## config.mk

```make
export PLATFORM = sky130hd
export DESIGN_NAME = digital_rx_error_status
export DESIGN_NICKNAME = d
export VERILOG_FILES = /design/src/design/rx_status_pkg.sv /design/src/design/digital_rx_error_status.sv /design/src/design/status_flag.sv
export SDC_FILE = /design/constraint.sdc
export NUM_CORES = 1
export LEC_CHECK = 0
export BUFFER_PORTS_ARGS = -buffer_cell sky130_fd_sc_hd__buf_2
export CORE_UTILIZATION = 45
export CTS_CLUSTER_SIZE = 14
export DETAILED_ROUTE_END_ITERATION = 10
export GPL_ROUTABILITY_DRIVEN = 0
export PLACE_DENSITY = 0.85
export SLEW_MARGIN = 25
export SYNTH_ARGS = -nofsm -noshare
export SYNTH_HDL_FRONTEND = slang
export SYNTH_SLANG_ARGS = --single-unit
```

## constraint.sdc

```tcl
create_clock -name ref_clk_in -period 2.1 [get_ports ref_clk_in]
set_clock_uncertainty 0.2 [all_clocks]
set_input_delay 0.42 -clock ref_clk_in [delete_from_list [all_inputs] [get_ports ref_clk_in]]
set_output_delay 0.42 -clock ref_clk_in [all_outputs]
set_load 0.03 [all_outputs]
```

## src/design/rx_status_pkg.sv

```systemverilog
// constants and carriers for the receiver status register bank
package rx_status_pkg;
    localparam int ADDR_W = 7;
    localparam int DATA_W = 8;
    localparam int PREAMBLE_W = 16;
    localparam int TYPE_W_DEFAULT = 5;
    localparam logic [ADDR_W-1:0] PREAMBLE_D_LOW_ADDR = 7'h17;
    localparam logic [ADDR_W-1:0] RX_ERROR_STATUS_ADDR = 7'h18;
    localparam int BIT_VALIDITY = 7;
    localparam int BIT_EMPHASIS = 6;
    localparam int BIT_NON_AUDIO = 5;
    localparam int BIT_BURST = 4;
    localparam int BIT_CHECKSUM = 3;
    localparam int BIT_ABSENT = 2;
    localparam int BIT_CODING = 1;
    localparam int BIT_LOCK = 0;
    localparam int BYTE_LO = 0;
    localparam int BYTE_HI = 8;
    // held error flags; all others follow a live state
    localparam logic [DATA_W-1:0] STICKY_MASK = 8'h0A;
    localparam logic [DATA_W-1:0] ZERO_BYTE = 8'h00;

    typedef struct packed {
        logic received_validity_flag;
        logic emphasis;
        logic non_audio;
        logic burst_nonaudio;
        logic subframe_nonaudio;
        logic status_checksum_error;
        logic stream_absent_flag;
        logic biphase_error;
        logic parity_error;
        logic pll_lock;
        logic [PREAMBLE_W-1:0] preamble_d;
        logic [PREAMBLE_W-1:0] preamble_c_b;
    } front_s;

    typedef struct packed {
        logic rd;
        logic [ADDR_W-1:0] addr;
    } reg_req_s;
endpackage

```

## src/design/digital_rx_error_status.sv

```systemverilog
// receiver preamble and error status register bank
// Operation
// - outside subframe non-audio, 0x17 shows preamble D low byte with burst non-audio, else 0.
// - in subframe non-audio, 0x17 carries the channel B preamble C high byte.
// - bit 7 of 0x18 mirrors the received validity bit.
// - bit 5 follows non-audio; re-raises only on a change of state or type.
// - bit 4 follows burst non-audio; raises an event only on a change.
// - bit 3 is set on a checksum failure and held until 0x18 is read.
// - bit 2 follows stream absence; a read re-arms, event only on change.
// - bit 1 is set on a biphase or parity error and held until read.
// - bit 0 follows pll lock; event only when lock state changes.
`timescale 1ns/10ps
`default_nettype none
module digital_rx_error_status #(
    parameter int TYPE_W = rx_status_pkg::TYPE_W_DEFAULT
) (
    input wire logic ref_clk_in,
    input wire logic rst_n_in,
    input wire rx_status_pkg::front_s front_in,
    input wire logic [TYPE_W-1:0] nonaudio_type_in,
    input wire rx_status_pkg::reg_req_s req_in,
    output logic [rx_status_pkg::DATA_W-1:0] rd_data_out,
    output logic rd_valid_out,
    output logic [rx_status_pkg::DATA_W-1:0] irq_pending_out
);
    localparam int DW = rx_status_pkg::DATA_W;

    if (TYPE_W < 1) begin : g_bad_type_w
        $error("TYPE_W must be at least one");
    end

    function automatic logic addr_hit(
        input logic [rx_status_pkg::ADDR_W-1:0] addr,
        input logic [rx_status_pkg::ADDR_W-1:0] target
    );
        return addr == target;
    endfunction

    logic status_read;
    logic preamble_read;
    logic [TYPE_W-1:0] type_q;
    logic type_change;
    logic [DW-1:0] cond;
    logic [DW-1:0] change;
    logic [DW-1:0] flags;
    logic [DW-1:0] pending;
    logic [DW-1:0] preamble_low_q;
    logic [DW-1:0] preamble_low_d;
    logic [DW-1:0] rd_data_q;
    logic [DW-1:0] rd_data_d;
    logic rd_valid_q;
    logic [DW-1:0] preamble_d_lo;
    logic [DW-1:0] preamble_c_hi;

    assign status_read = req_in.rd
        && addr_hit(req_in.addr, rx_status_pkg::RX_ERROR_STATUS_ADDR);
    assign preamble_read = req_in.rd
        && addr_hit(req_in.addr, rx_status_pkg::PREAMBLE_D_LOW_ADDR);

    assign preamble_d_lo =
        front_in.preamble_d[rx_status_pkg::BYTE_LO +: DW];
    assign preamble_c_hi =
        front_in.preamble_c_b[rx_status_pkg::BYTE_HI +: DW];

    // subframe mode takes precedence: the register is repurposed there
    always_comb begin
        if (front_in.subframe_nonaudio) begin
            preamble_low_d = preamble_c_hi;
        end else if (front_in.burst_nonaudio) begin
            preamble_low_d = preamble_d_lo;
        end else begin
            preamble_low_d = rx_status_pkg::ZERO_BYTE;
        end
    end

    always_ff @(posedge ref_clk_in) begin
        if (!rst_n_in) begin
            preamble_low_q <= rx_status_pkg::ZERO_BYTE;
        end else begin
            preamble_low_q <= preamble_low_d;
        end
    end

    // type tracked only while non-audio, so audio periods don't re-trigger
    always_ff @(posedge ref_clk_in) begin
        if (!rst_n_in) begin
            type_q <= '0;
        end else if (front_in.non_audio) begin
            type_q <= nonaudio_type_in;
        end
    end
    assign type_change = front_in.non_audio && (nonaudio_type_in != type_q);

    always_comb begin
        cond = rx_status_pkg::ZERO_BYTE;
        change = rx_status_pkg::ZERO_BYTE;
        cond[rx_status_pkg::BIT_VALIDITY] =
            front_in.received_validity_flag;
        cond[rx_status_pkg::BIT_EMPHASIS] = front_in.emphasis;
        cond[rx_status_pkg::BIT_NON_AUDIO] = front_in.non_audio;
        change[rx_status_pkg::BIT_NON_AUDIO] = type_change;
        cond[rx_status_pkg::BIT_BURST] = front_in.burst_nonaudio;
        cond[rx_status_pkg::BIT_CHECKSUM] =
            front_in.status_checksum_error;
        cond[rx_status_pkg::BIT_ABSENT] = front_in.stream_absent_flag;
        cond[rx_status_pkg::BIT_CODING] =
            front_in.biphase_error || front_in.parity_error;
        cond[rx_status_pkg::BIT_LOCK] = front_in.pll_lock;
    end

    for (genvar i = 0; i < DW; i++) begin : g_flag
        status_flag #(
            .STICKY(rx_status_pkg::STICKY_MASK[i])
        ) u_flag (
            .ref_clk_in(ref_clk_in),
            .rst_n_in(rst_n_in),
            .cond_in(cond[i]),
            .change_in(change[i]),
            .clear_in(status_read),
            .flag_out(flags[i]),
            .pending_out(pending[i])
        );
    end

    // read data taken before the clear lands at the same edge
    always_comb begin
        if (status_read) begin
            rd_data_d = flags;
        end else if (preamble_read) begin
            rd_data_d = preamble_low_q;
        end else begin
            rd_data_d = rx_status_pkg::ZERO_BYTE;
        end
    end

    always_ff @(posedge ref_clk_in) begin
        if (!rst_n_in) begin
            rd_data_q <= rx_status_pkg::ZERO_BYTE;
        end else if (req_in.rd) begin
            rd_data_q <= rd_data_d;
        end
    end

    always_ff @(posedge ref_clk_in) begin
        if (!rst_n_in) begin
            rd_valid_q <= 1'b0;
        end else begin
            rd_valid_q <= req_in.rd;
        end
    end

    assign rd_data_out = rd_data_q;
    assign rd_valid_out = rd_valid_q;
    assign irq_pending_out = pending;

    logic validity_in;
    logic emphasis_in;
    logic absent_in;
    logic burst_in;
    logic lock_in;
    logic coding_in;
    logic checksum_in;
    assign validity_in = front_in.received_validity_flag;
    assign emphasis_in = front_in.emphasis;
    assign absent_in = front_in.stream_absent_flag;
    assign burst_in = front_in.burst_nonaudio;
    assign lock_in = front_in.pll_lock;
    assign coding_in = front_in.biphase_error || front_in.parity_error;
    assign checksum_in = front_in.status_checksum_error;
endmodule // digital_rx_error_status
`default_nettype wire

```

## src/design/status_flag.sv

```systemverilog
// one status bit: held error flag or live state with change detect
`timescale 1ns/10ps
`default_nettype none
module status_flag #(
    parameter bit STICKY = 1'b0
) (
    input wire logic ref_clk_in,
    input wire logic rst_n_in,
    input wire logic cond_in,
    input wire logic change_in,
    input wire logic clear_in,
    output logic flag_out,
    output logic pending_out
);
    logic flag_q;
    logic pending_q;

    if (STICKY) begin : g_held
        // a hit in the clearing cycle wins over the read
        always_ff @(posedge ref_clk_in) begin
            if (!rst_n_in) begin
                flag_q <= 1'b0;
            end else if (cond_in) begin
                flag_q <= 1'b1;
            end else if (clear_in) begin
                flag_q <= 1'b0;
            end
        end
        assign pending_q = flag_q;
    end else begin : g_state
        always_ff @(posedge ref_clk_in) begin
            if (!rst_n_in) begin
                flag_q <= 1'b0;
            end else begin
                flag_q <= cond_in;
            end
        end
        // a change in the read cycle still re-arms the interrupt
        always_ff @(posedge ref_clk_in) begin
            if (!rst_n_in) begin
                pending_q <= 1'b0;
            end else if ((cond_in != flag_q) || change_in) begin
                pending_q <= 1'b1;
            end else if (clear_in) begin
                pending_q <= 1'b0;
            end
        end
    end

    assign flag_out = flag_q;
    assign pending_out = pending_q;
endmodule // status_flag
`default_nettype wire

```

Word level (Yosys, flattened, before mapping). Index checks and enable logic that the tools add are counted.

Equality and inequality tests: 9. Mux-type cells: 13. Reduce and logical (&&, ||, !) cells: 13.

Operator list (number): $mux 8 (4); $reduce_bool 2->1 (8); $eq 7x5->1 const B (2); $mux 1 (9); $ne 1x1->1 (6); $ne 5x5->1 (1); $logic_and 1x1->1 (3); $logic_or 1x1->1 (2).

Register bits: 36. Input port bits: 57. Output and inout port bits: 17. Logic and storage cells: 53.

Logic depth before layout (Yosys ltp). Gate-level depths: netlist of the first run.

Depth in word-level cells: 4. Mapped depth: 6. Mapped depth without buffers: 3.

Modules after synthesis. From an unflattened synthesis of the first run, not the netlist that was laid out.

Cells, all modules: 162. Area total of the unflattened synthesis: 1627.8 um^2.

By module, submodules not included: digital_rx_error_status (instances 1, cells each 118, area each 1109.8 um^2, seq. area each 440.4 um^2); status_flag (g_flag[0].u_flag ...) (instances 6, cells each 6, area each 70.1 um^2, seq. area each 40.0 um^2); status_flag (g_flag[1].u_flag ...) (instances 2, cells each 4, area each 48.8 um^2, seq. area each 20.0 um^2).

Worst setup path before layout of the first run. OpenSTA, ideal clock, no wires.

Path kind: input -> register. Start: in req_in[7] in the netlist's numbering. End: reg g_flag[5].u_flag.pending_q. Library setup time: 0.122 ns. Arrival time: 1.301 ns. Data required time: 1.778 ns. Path slack: 0.477 ns. Cell stages on the path: 5. Buffers on the path: 2. Cell sequence: buf_2 -> and4bb_2 -> buf_4 -> nand2_1 -> a311o_1.

Word-level cells in the longest chain between the ends: 2.

RTL lines: start: declaration (line digital_rx_error_status.sv:21) `input wire rx_status_pkg::reg_req_s req_in,`; $logic_and 1x1->1 (line digital_rx_error_status.sv:56) `&& addr_hit(req_in.addr, rx_status_pkg::RX_ERROR_STATUS_ADDR);`; $reduce_bool 2->1 (no source line); end signal: assignment (line status_flag.sv:41) `pending_q <= 1'b0;`; end signal: assignment (line status_flag.sv:43) `pending_q <= 1'b1;`; end signal: assignment (line status_flag.sv:45) `pending_q <= 1'b0;`; end: declaration (line status_flag.sv:16) `logic pending_q;`.

No other way between the ends. A chain may end at the register's enable or synchronous reset.

Final worst setup path of the first run.
Start: reg g_flag[1].u_flag.flag_q. End: out irq_pending_out[1] in the netlist's numbering.

RTL lines: start: declaration (line status_flag.sv:15) `logic flag_q;`; start signal: assignment (line status_flag.sv:22) `flag_q <= 1'b0;`; start signal: assignment (line status_flag.sv:24) `flag_q <= 1'b1;`; start signal: assignment (line status_flag.sv:26) `flag_q <= 1'b0;`; end: declaration (line digital_rx_error_status.sv:24) `output logic [rx_status_pkg::DATA_W-1:0] irq_pending_out`.

No word-level cell between the ends.

==> summary.md, run 1 <==
| Metric | Value |
|---|---|
| Post-route setup TNS | `0 ns` |
| Num CTS Buffers | `5` |
| Die Wd | `approximately 60 um` |
| Clock Pin Slew Worst Setup and Hold Paths | `0.10 ns` |
| RSZ-0062 raised after global routing | `no` |
| Total Routed Length | `between 2000 and 3000 um` |
| # setup viols final | `0` |
| Tcrit/Tclk final | `between 70 and 80%` |
| Share of power burned in combinational logic | `16.2%` |
| Post-CTS Setup Repair Bufs | `0` |
| Switching pwr | `between 0.3 and 0.4 mW` |
| Area grow syn2layout | `19.8%` |
| Initial Util | `48.8%` |
| Post-Place Setup Slack | `roughly 0.25 ns` |
| Final hold vios | `0` |
| Fin area | `0.00184 mm^2` |
| Critical-path top delay cell | `dfxtp_1` |
| Clk_lat worst skew | `around 0.32 ns` |
| Row cnt | `20` |
| Hold-fix buffers, CTS | `0` |
| Ant. Diodes | `0` |
| FMAX | `between 600 and 700 MHz` |
| Cell family with most CP delay | `flip-flops` |
| # fillers | `300` |
| Cells after Synth | `159` |
| Synthesized flop and latch total | `36` |
| # H-tree levels | `2` |
| Synth Warn # | `0` |
| Hpwl dp | `approximately 2300 um` |
| Period minus WS final | `1.51 ns` |
| Vias in the first global route | `approximately 1,100` |
| Layout Nets | `around 260` |
| Post-CTS sizing | `0` |
| Vias | `approximately 1,300` |
| Final Worst Setup Slack | `around 0.59 ns` |
| First-pass GRT wire length | `approximately 4700 um` |
| Pin count of the biggest net entering global routing | `38` |
| Per-cell routed wire length | `11.7 um` |
| Internal Dissipation | `just under 1 mW` |
| Pwr Total | `approximately 1.3 mW` |
| Distinct cells, synth | `25` |
| Initial antenna violation count | `0` |
| Total gr overflow | `0` |
| Sw Share | `roughly 26%` |
| Root Driver | `clkbuf_4` |
| Post-Syn Area per Cell | `about 9.7 um^2` |
| Clk network pwr share | `between 20% and 30%` |
| Critical path required time | `1.48 ns` |
| Crit. End Element | `output pin` |
| Die area | `roughly 0.0037 mm^2` |
| Max Cap Viol | `0` |
| Final Max Tran Viols | `0` |
| Critical Path AT | `approximately 0.89 ns` |
| Core ar. | `approximately 0.0032 mm^2` |
| Area of the mapped netlist | `about 0.0015 mm^2` |
| Status | `finished, final reports clean` |
| Clk buf depth | `2` |
| Buf/Inv on CP | `1` |
| Hold/Removal Path Class | `in -> reg` |
| Final antenna-violating net count | `0` |
| Drt drc | `0` |
| Worst VDD drop | `around 0.38 mV` |
| P_leak | `around 0.77 nW` |
| Min Hold Slack | `around 0.11 ns` |
| Register area share after synthesis | `between 40% and 50%` |
| Sequential Power Share | `a little under three fifths` |
| Detailed router's first-iteration violation count | `50` |
| Startpoint Class | `flop` |
| DP Area | `0.00178 mm^2` |
| Worst stage delay on the critical path | `between 0.3 and 0.4 ns` |
| Slew headroom | `68.1%` |
| Pre-Repair DR Iteration Count | `4` |
| Share of layout cells above drive strength 1 | `32.9%` |
| PortBufs | `57` |
| Die height | `60.5 um` |
| Worst Tran Pin Value | `roughly 0.48 ns` |
| CTS tree | `done` |
| Boundary Pins | `74` |
| Mapped Nets | `216` |
| Worst path cell trace | `buf_2` |
| Worst-path fanout max | `3` |
| Total track usage | `around 18%` |
| Power per cell area | `around 720 mW/mm^2` |
| Setup CP Type | `reg -> out` |
| Clk sinks | `36` |
| Vias/cell | `5.03` |
through the flow:
step                      utilization, %  std cells
after global routing                58.4        251
after CTS                           58.4        251
final                               58.4        251
after detailed placement            56.5        243
after global placement              56.5        243
after floorplan                        -        159
cell type report:
class                           count  area (um^2)  share of cell area, %
Sequential cell                    36          721                   39.1
Tap cell                           44         55.1                   2.99
Clock buffer                        8         58.8                   3.19
Multi-Input combinational cell    103          699                   38.0
Timing Repair Buffer               60          308                   16.7
path summary, 6_finish.rpt:
path / start / endpoint / slack, ns / cells after the start
max: g_flag[1].u_flag.flag_out / irq_pending_out[1] / 0.59 / 1
min: front_in[36] / g_flag[3].u_flag.flag_out / 0.11 / 2
max reg2reg: g_flag[5].u_flag.flag_out / g_flag[5].u_flag.pending_out / 0.81 / 3
min reg2reg: preamble_low_q[6] / rd_data_out[6] / 0.27 / 2
power by group through the flow:
| stage | registers, mW | clock network [mW] | logic [mW] |
|---|---|---|---|
| after floorplan | 0.775 | 0 | 0.143 |
| after CTS | 0.747 | 0.381 | 0.217 |
| after global routing | 0.751 | 0.412 | 0.237 |
| final | 0.746 | 0.370 | 0.216 |
| after detailed placement | 0.762 | 0 | 0.217 |
| after global placement | 0.761 | 0 | 0.212 |
placed cells by master (no fill, tap or decap), drive strengths merged:
cell type | synthesis | routed
a41oi | 1 | 1
a31oi | 9 | 9
mux2i | 5 | 5
nor2 | 1 | 1
nor2b | 13 | 13
o21ai | 16 | 16
nand4bb | 1 | 1
buf | 12 | 60
and2 | 8 | 8
a311o | 1 | 1
a21boi | 7 | 7
or4b | 1 | 1
xnor2 | 10 | 10
dfxtp | 36 | 36
nor4b | 1 | 1
nand3 | 16 | 16
clkbuf | 8 | 8
a22oi | 7 | 7
nand2 | 3 | 3
o21a | 1 | 1
and4bb | 1 | 1
and4b | 1 | 1
cell usage after synthesis, drive strengths merged:
library cell / instances / area, um^2
nor4b: 1 / 23.8
and4bb: 1 / 12.5
clkbuf: 8 / 30.0
and4b: 1 / 10.0
and2: 8 / 50.1
nand3: 16 / 80.1
or4b: 1 / 10.0
nand4bb: 1 / 11.3
mux2i: 5 / 50.1
nor2b: 13 / 81.3
a31oi: 9 / 56.3
a41oi: 1 / 8.76
xnor2: 10 / 87.6
nor2: 1 / 3.75
a311o: 1 / 10.0
o21ai: 16 / 80.1
nand2: 3 / 11.3
o21a: 1 / 7.51
dfxtp: 36 / 721
a22oi: 7 / 52.6
buf: 12 / 87.6
a21boi: 7 / 52.6
registers in the layout, indices dropped and copies added (netlist names):
register	flops
type_q	5
preamble_low_q	8
g_flag.u_flag.flag_out	8
rd_valid_out	1
g_flag.u_flag.pending_out	6
rd_data_out	8
logic make-up (layout without fill, tap and decap cells):
logic type	Yosys count	count (layout)	synth area share (%)
buffers and inverters	20	68	7.65
xor gates and xnor gates	10	10	5.70
AOI/OAI and AO/OA	42	42	17.4
muxes	5	5	3.25
and+or+nand+nor	46	46	19.1
DFF	36	36	46.9
per-layer routing:
| layer | global-route usage [%] | part of all wire [%] | wire (um) |
|---|---|---|---|
| met1 | 20.7 | 44 | 1280 |
| met2 | 30.6 | 48 | 1420 |
| met4 | 8.77 | 1.6 | 46 |
| met3 | 3.84 | 6.1 | 179 |
| met5 | 0 | 0 | 0 |
Power figures use the tool's default switching activity.
==> inputs of run 2 (changes only) <==
- ABC_AREA: default -> 1
- clock period: 2.1 -> 1.4 ns (I/O delays scaled with it)
==> run 2 against run 1 <==
First-iteration DRC count up 96%. Critical path type unchanged. Non-clock buffer count rose by 32. Largest cell class unchanged. Hold slack worse by 0.096 ns.
==> summary.md, run 2 <==
| Metric | Value |
|---|---|
| PortBufs | `57` |
| Drt drc | `0` |
| Ant. Diodes | `0` |
| Hold_sp | `nonaudio_type_in[2]` |
| Clk sinks | `36` |
| Critical Path AT | `0.89 ns` |
| Final hold vios | `0` |
| Synthesized flop and latch total | `36` |
| Most frequent cell after synthesis | `nand2_1` |
| CTS tree | `done` |
| FF/Latch Area | `approximately 720 um^2` |
| Pin count of the biggest net entering global routing | `21` |
| # H-tree levels | `2` |
| DP Area | `around 0.0019 mm^2` |
| Commonest cells post-synth | `64 x nand2_1, 36 x dfxtp_1, 28 x inv_1` |
| Multi-input logic area | `between 600 and 700 um^2` |
| Min Hold Slack | `0.0132 ns` |
| Worst stage delay on the critical path | `between 0.3 and 0.4 ns` |
| Clk_lat worst skew | `between 0.3 and 0.4 ns` |
| Row cnt | `21` |
| Period minus WS final | `about 1.4 ns` |
| Synth Warn # | `0` |
| Final antenna-violating net count | `0` |
| Die Wd | `just over 60 um` |
| Crit Reg-Reg Endpoint | `g_flag[5].u_flag.pending_out` |
| Reg2Reg Launch Point | `type_q[1]` |
| Mapped Nets | `between 200 and 300` |
| Clock Pin Slew Worst Setup and Hold Paths | `roughly 0.11 ns` |
| Hold/Removal Path Class | `in -> reg` |
| Vias in the first global route | `~1,500` |
| Root Driver | `clkbuf_4` |
| Tcrit/Tclk final | `between 90% and 100%` |
| Per-cell routed wire length | `between 10 and 15 um` |
| Cell family with most CP delay | `flip-flops` |
| Synth top area share | `roughly 46%` |
| Vias | `1,639` |
| Area of the mapped netlist | `0.00157 mm^2` |
| Max Cap Viol | `0` |
| Worst VDD drop | `around 0.47 mV` |
| Cells after Synth | `approximately 210` |
| Buf/Inv on CP | `1` |
| P_leak | `between 1 and 1.5 nW` |
| Asr flop ratio synth | `0%` |
| Crit. End Element | `output pin` |
| Pre-Repair DR Iteration Count | `4` |
| Total Routed Length | `approximately 4200 um` |
| FMAX | `731 MHz` |
| First-pass GRT wire length | `between 6000 and 7000 um` |
| Setup CP Type | `reg -> out` |
| Hold EP | `type_q[2]` |
| Initial antenna violation count | `0` |
| Dominant cells by area after synthesis | `dfxtp_1 46%, nand2_1 15%, nand3_1 8.0%` |
| Commonest register cell after synthesis | `dfxtp_1` |
| Detailed router's first-iteration violation count | `98` |
| Total gr overflow | `0` |
| Boundary Pins | `74` |
| # setup viols final | `0` |
| Die height | `61.1 um` |
| Num CTS Buffers | `5` |
| Critical path required time | `0.92 ns` |
| Layout Cells excl Fill | `346` |
| Worst reg2reg setup slack | `0.31 ns` |
| # fillers | `~270` |
| Startpoint Class | `flop` |
| Share of layout cells above drive strength 1 | `a little under a third` |
| Die area | `about 0.0037 mm^2` |
| Layout Nets | `356` |
| Total track usage | `22.9%` |
| Post-synth EDFFs | `0` |
| Synth area leader | `dfxtp_1` |
| Worst Tran Pin Value | `about 0.23 ns` |
| Post-placement cell count | `roughly 310` |
| Critical-path top delay cell | `dfxtp_1` |
| Commonest cells after routing, fill and taps aside | `64 x nand2_1, 42 x buf_2, 33 x dfxtp_1` |
| Status | `finished, final reports clean` |
| Fin util | `~69%` |
| Post-Syn Area per Cell | `around 7.3 um^2` |
| Clk buf depth | `2` |
| Register area share after synthesis | `roughly 46%` |
| Fin area | `between 0.002 and 0.0025 mm^2` |
| Initial Util | `a little under half` |
| Worst-path fanout max | `2` |
| Final Max Tran Viols | `0` |
| Area grow syn2layout | `47.4%` |
| Vias/cell | `roughly 4.7` |
| Hpwl dp | `between 2000 and 2500 um` |
| Hold Crit Depth | `3` |
| Worst path cell trace | `buf_4` |
| Power per cell area | `959 mW/mm^2` |
| Slew headroom | `between 80% and 90%` |
| Distinct cells, synth | `20` |
| Most common cell after layout, fill and taps aside | `nand2_1` |
| Core ar. | `~0.0033 mm^2` |
| FF-to-FF path depth | `7` |
run 2: cell count changes in the layout (fill, tap and decap cells not counted), moves of 13 or more:
cell | before | now
dlygate4sd3_1 | 0 | 24
buf_4 | 3 | 20
nand2_1 | 3 | 64
inv_1 | 0 | 28
nor2b_1 | 13 | 0
buf_2 | 57 | 42
a21oi_1 | 0 | 16
run 2: stage by stage:
step | power, mW | setup slack (ns) | setup TNS (ns)
global route | 2.33 | -0.00711 | -0.0118
finish | 2.22 | 0.0313 | 0
global placement | 1.42 | -0.00168 | -0.00168
floorplan | 1.33 | 0.0905 | 0
detailed placement | 1.43 | -0.00274 | -0.00274
CTS | 2.20 | 0.0136 | 0
run 2: final cells by class:
type                       count  area share, %
inverter                      29           4.71
sequential                    36           31.3
clock inverter                 3           1.84
tap                           46           2.49
clock buffer                   5           1.62
multi-input combinational    135           28.7
timing repair buffer          92           29.3
run 2: cell families after synthesis:
group / Yosys count / share of synthesized area, %
compound gates: 26 / 8.53
simple gates: 104 / 29.5
buf+inv: 43 / 13.2
xor+xnor: 5 / 2.79
flops: 36 / 45.9
run 2: how the worst max path moves through the flow:
stage / from / endpoint / slack (ns) / cells after the start
finish: rd_data_out[0] / rd_data_out[0] / 0.03 / 1
global route: front_in[38] / preamble_low_q[5] / -0.007 / 7
CTS: rd_data_out[1] / rd_data_out[1] / 0.01 / 1
detailed placement: req_in[7] / rd_data_out[4] / -0.003 / 9
global placement: req_in[7] / rd_data_out[4] / -0.002 / 9
floorplan: req_in[7] / g_flag[3].u_flag.flag_out / 0.09 / 6
run 2: power by group:
part,internal [mW],switching [mW]
Sequential,1.08,0.0299
Clock,0.372,0.351
Combinational,0.190,0.194
run 2: per-layer routing:
layer / global-route usage (%) / part of all wire [%] / vias up
li1: - / - / 826
met1: 24.2 / 39 / 738
met2: 41.9 / 54 / 58
met3: 5.67 / 4.3 / 17
met4: 11.7 / 3.2 / 0
met5: 0 / 0 / -
run 2: timing repair:
| action | in CTS | in global routing |
|---|---|---|
| buffers inserted | 0 | 1 |
| hold buffers | 24 | 0 |
| pin swaps | 0 | 1 |
| resized for setup | 4 | 32 |
| endpoints found under the hold margin | 16 | 0 |
| endpoints found under the setup margin | 2 | 21 |
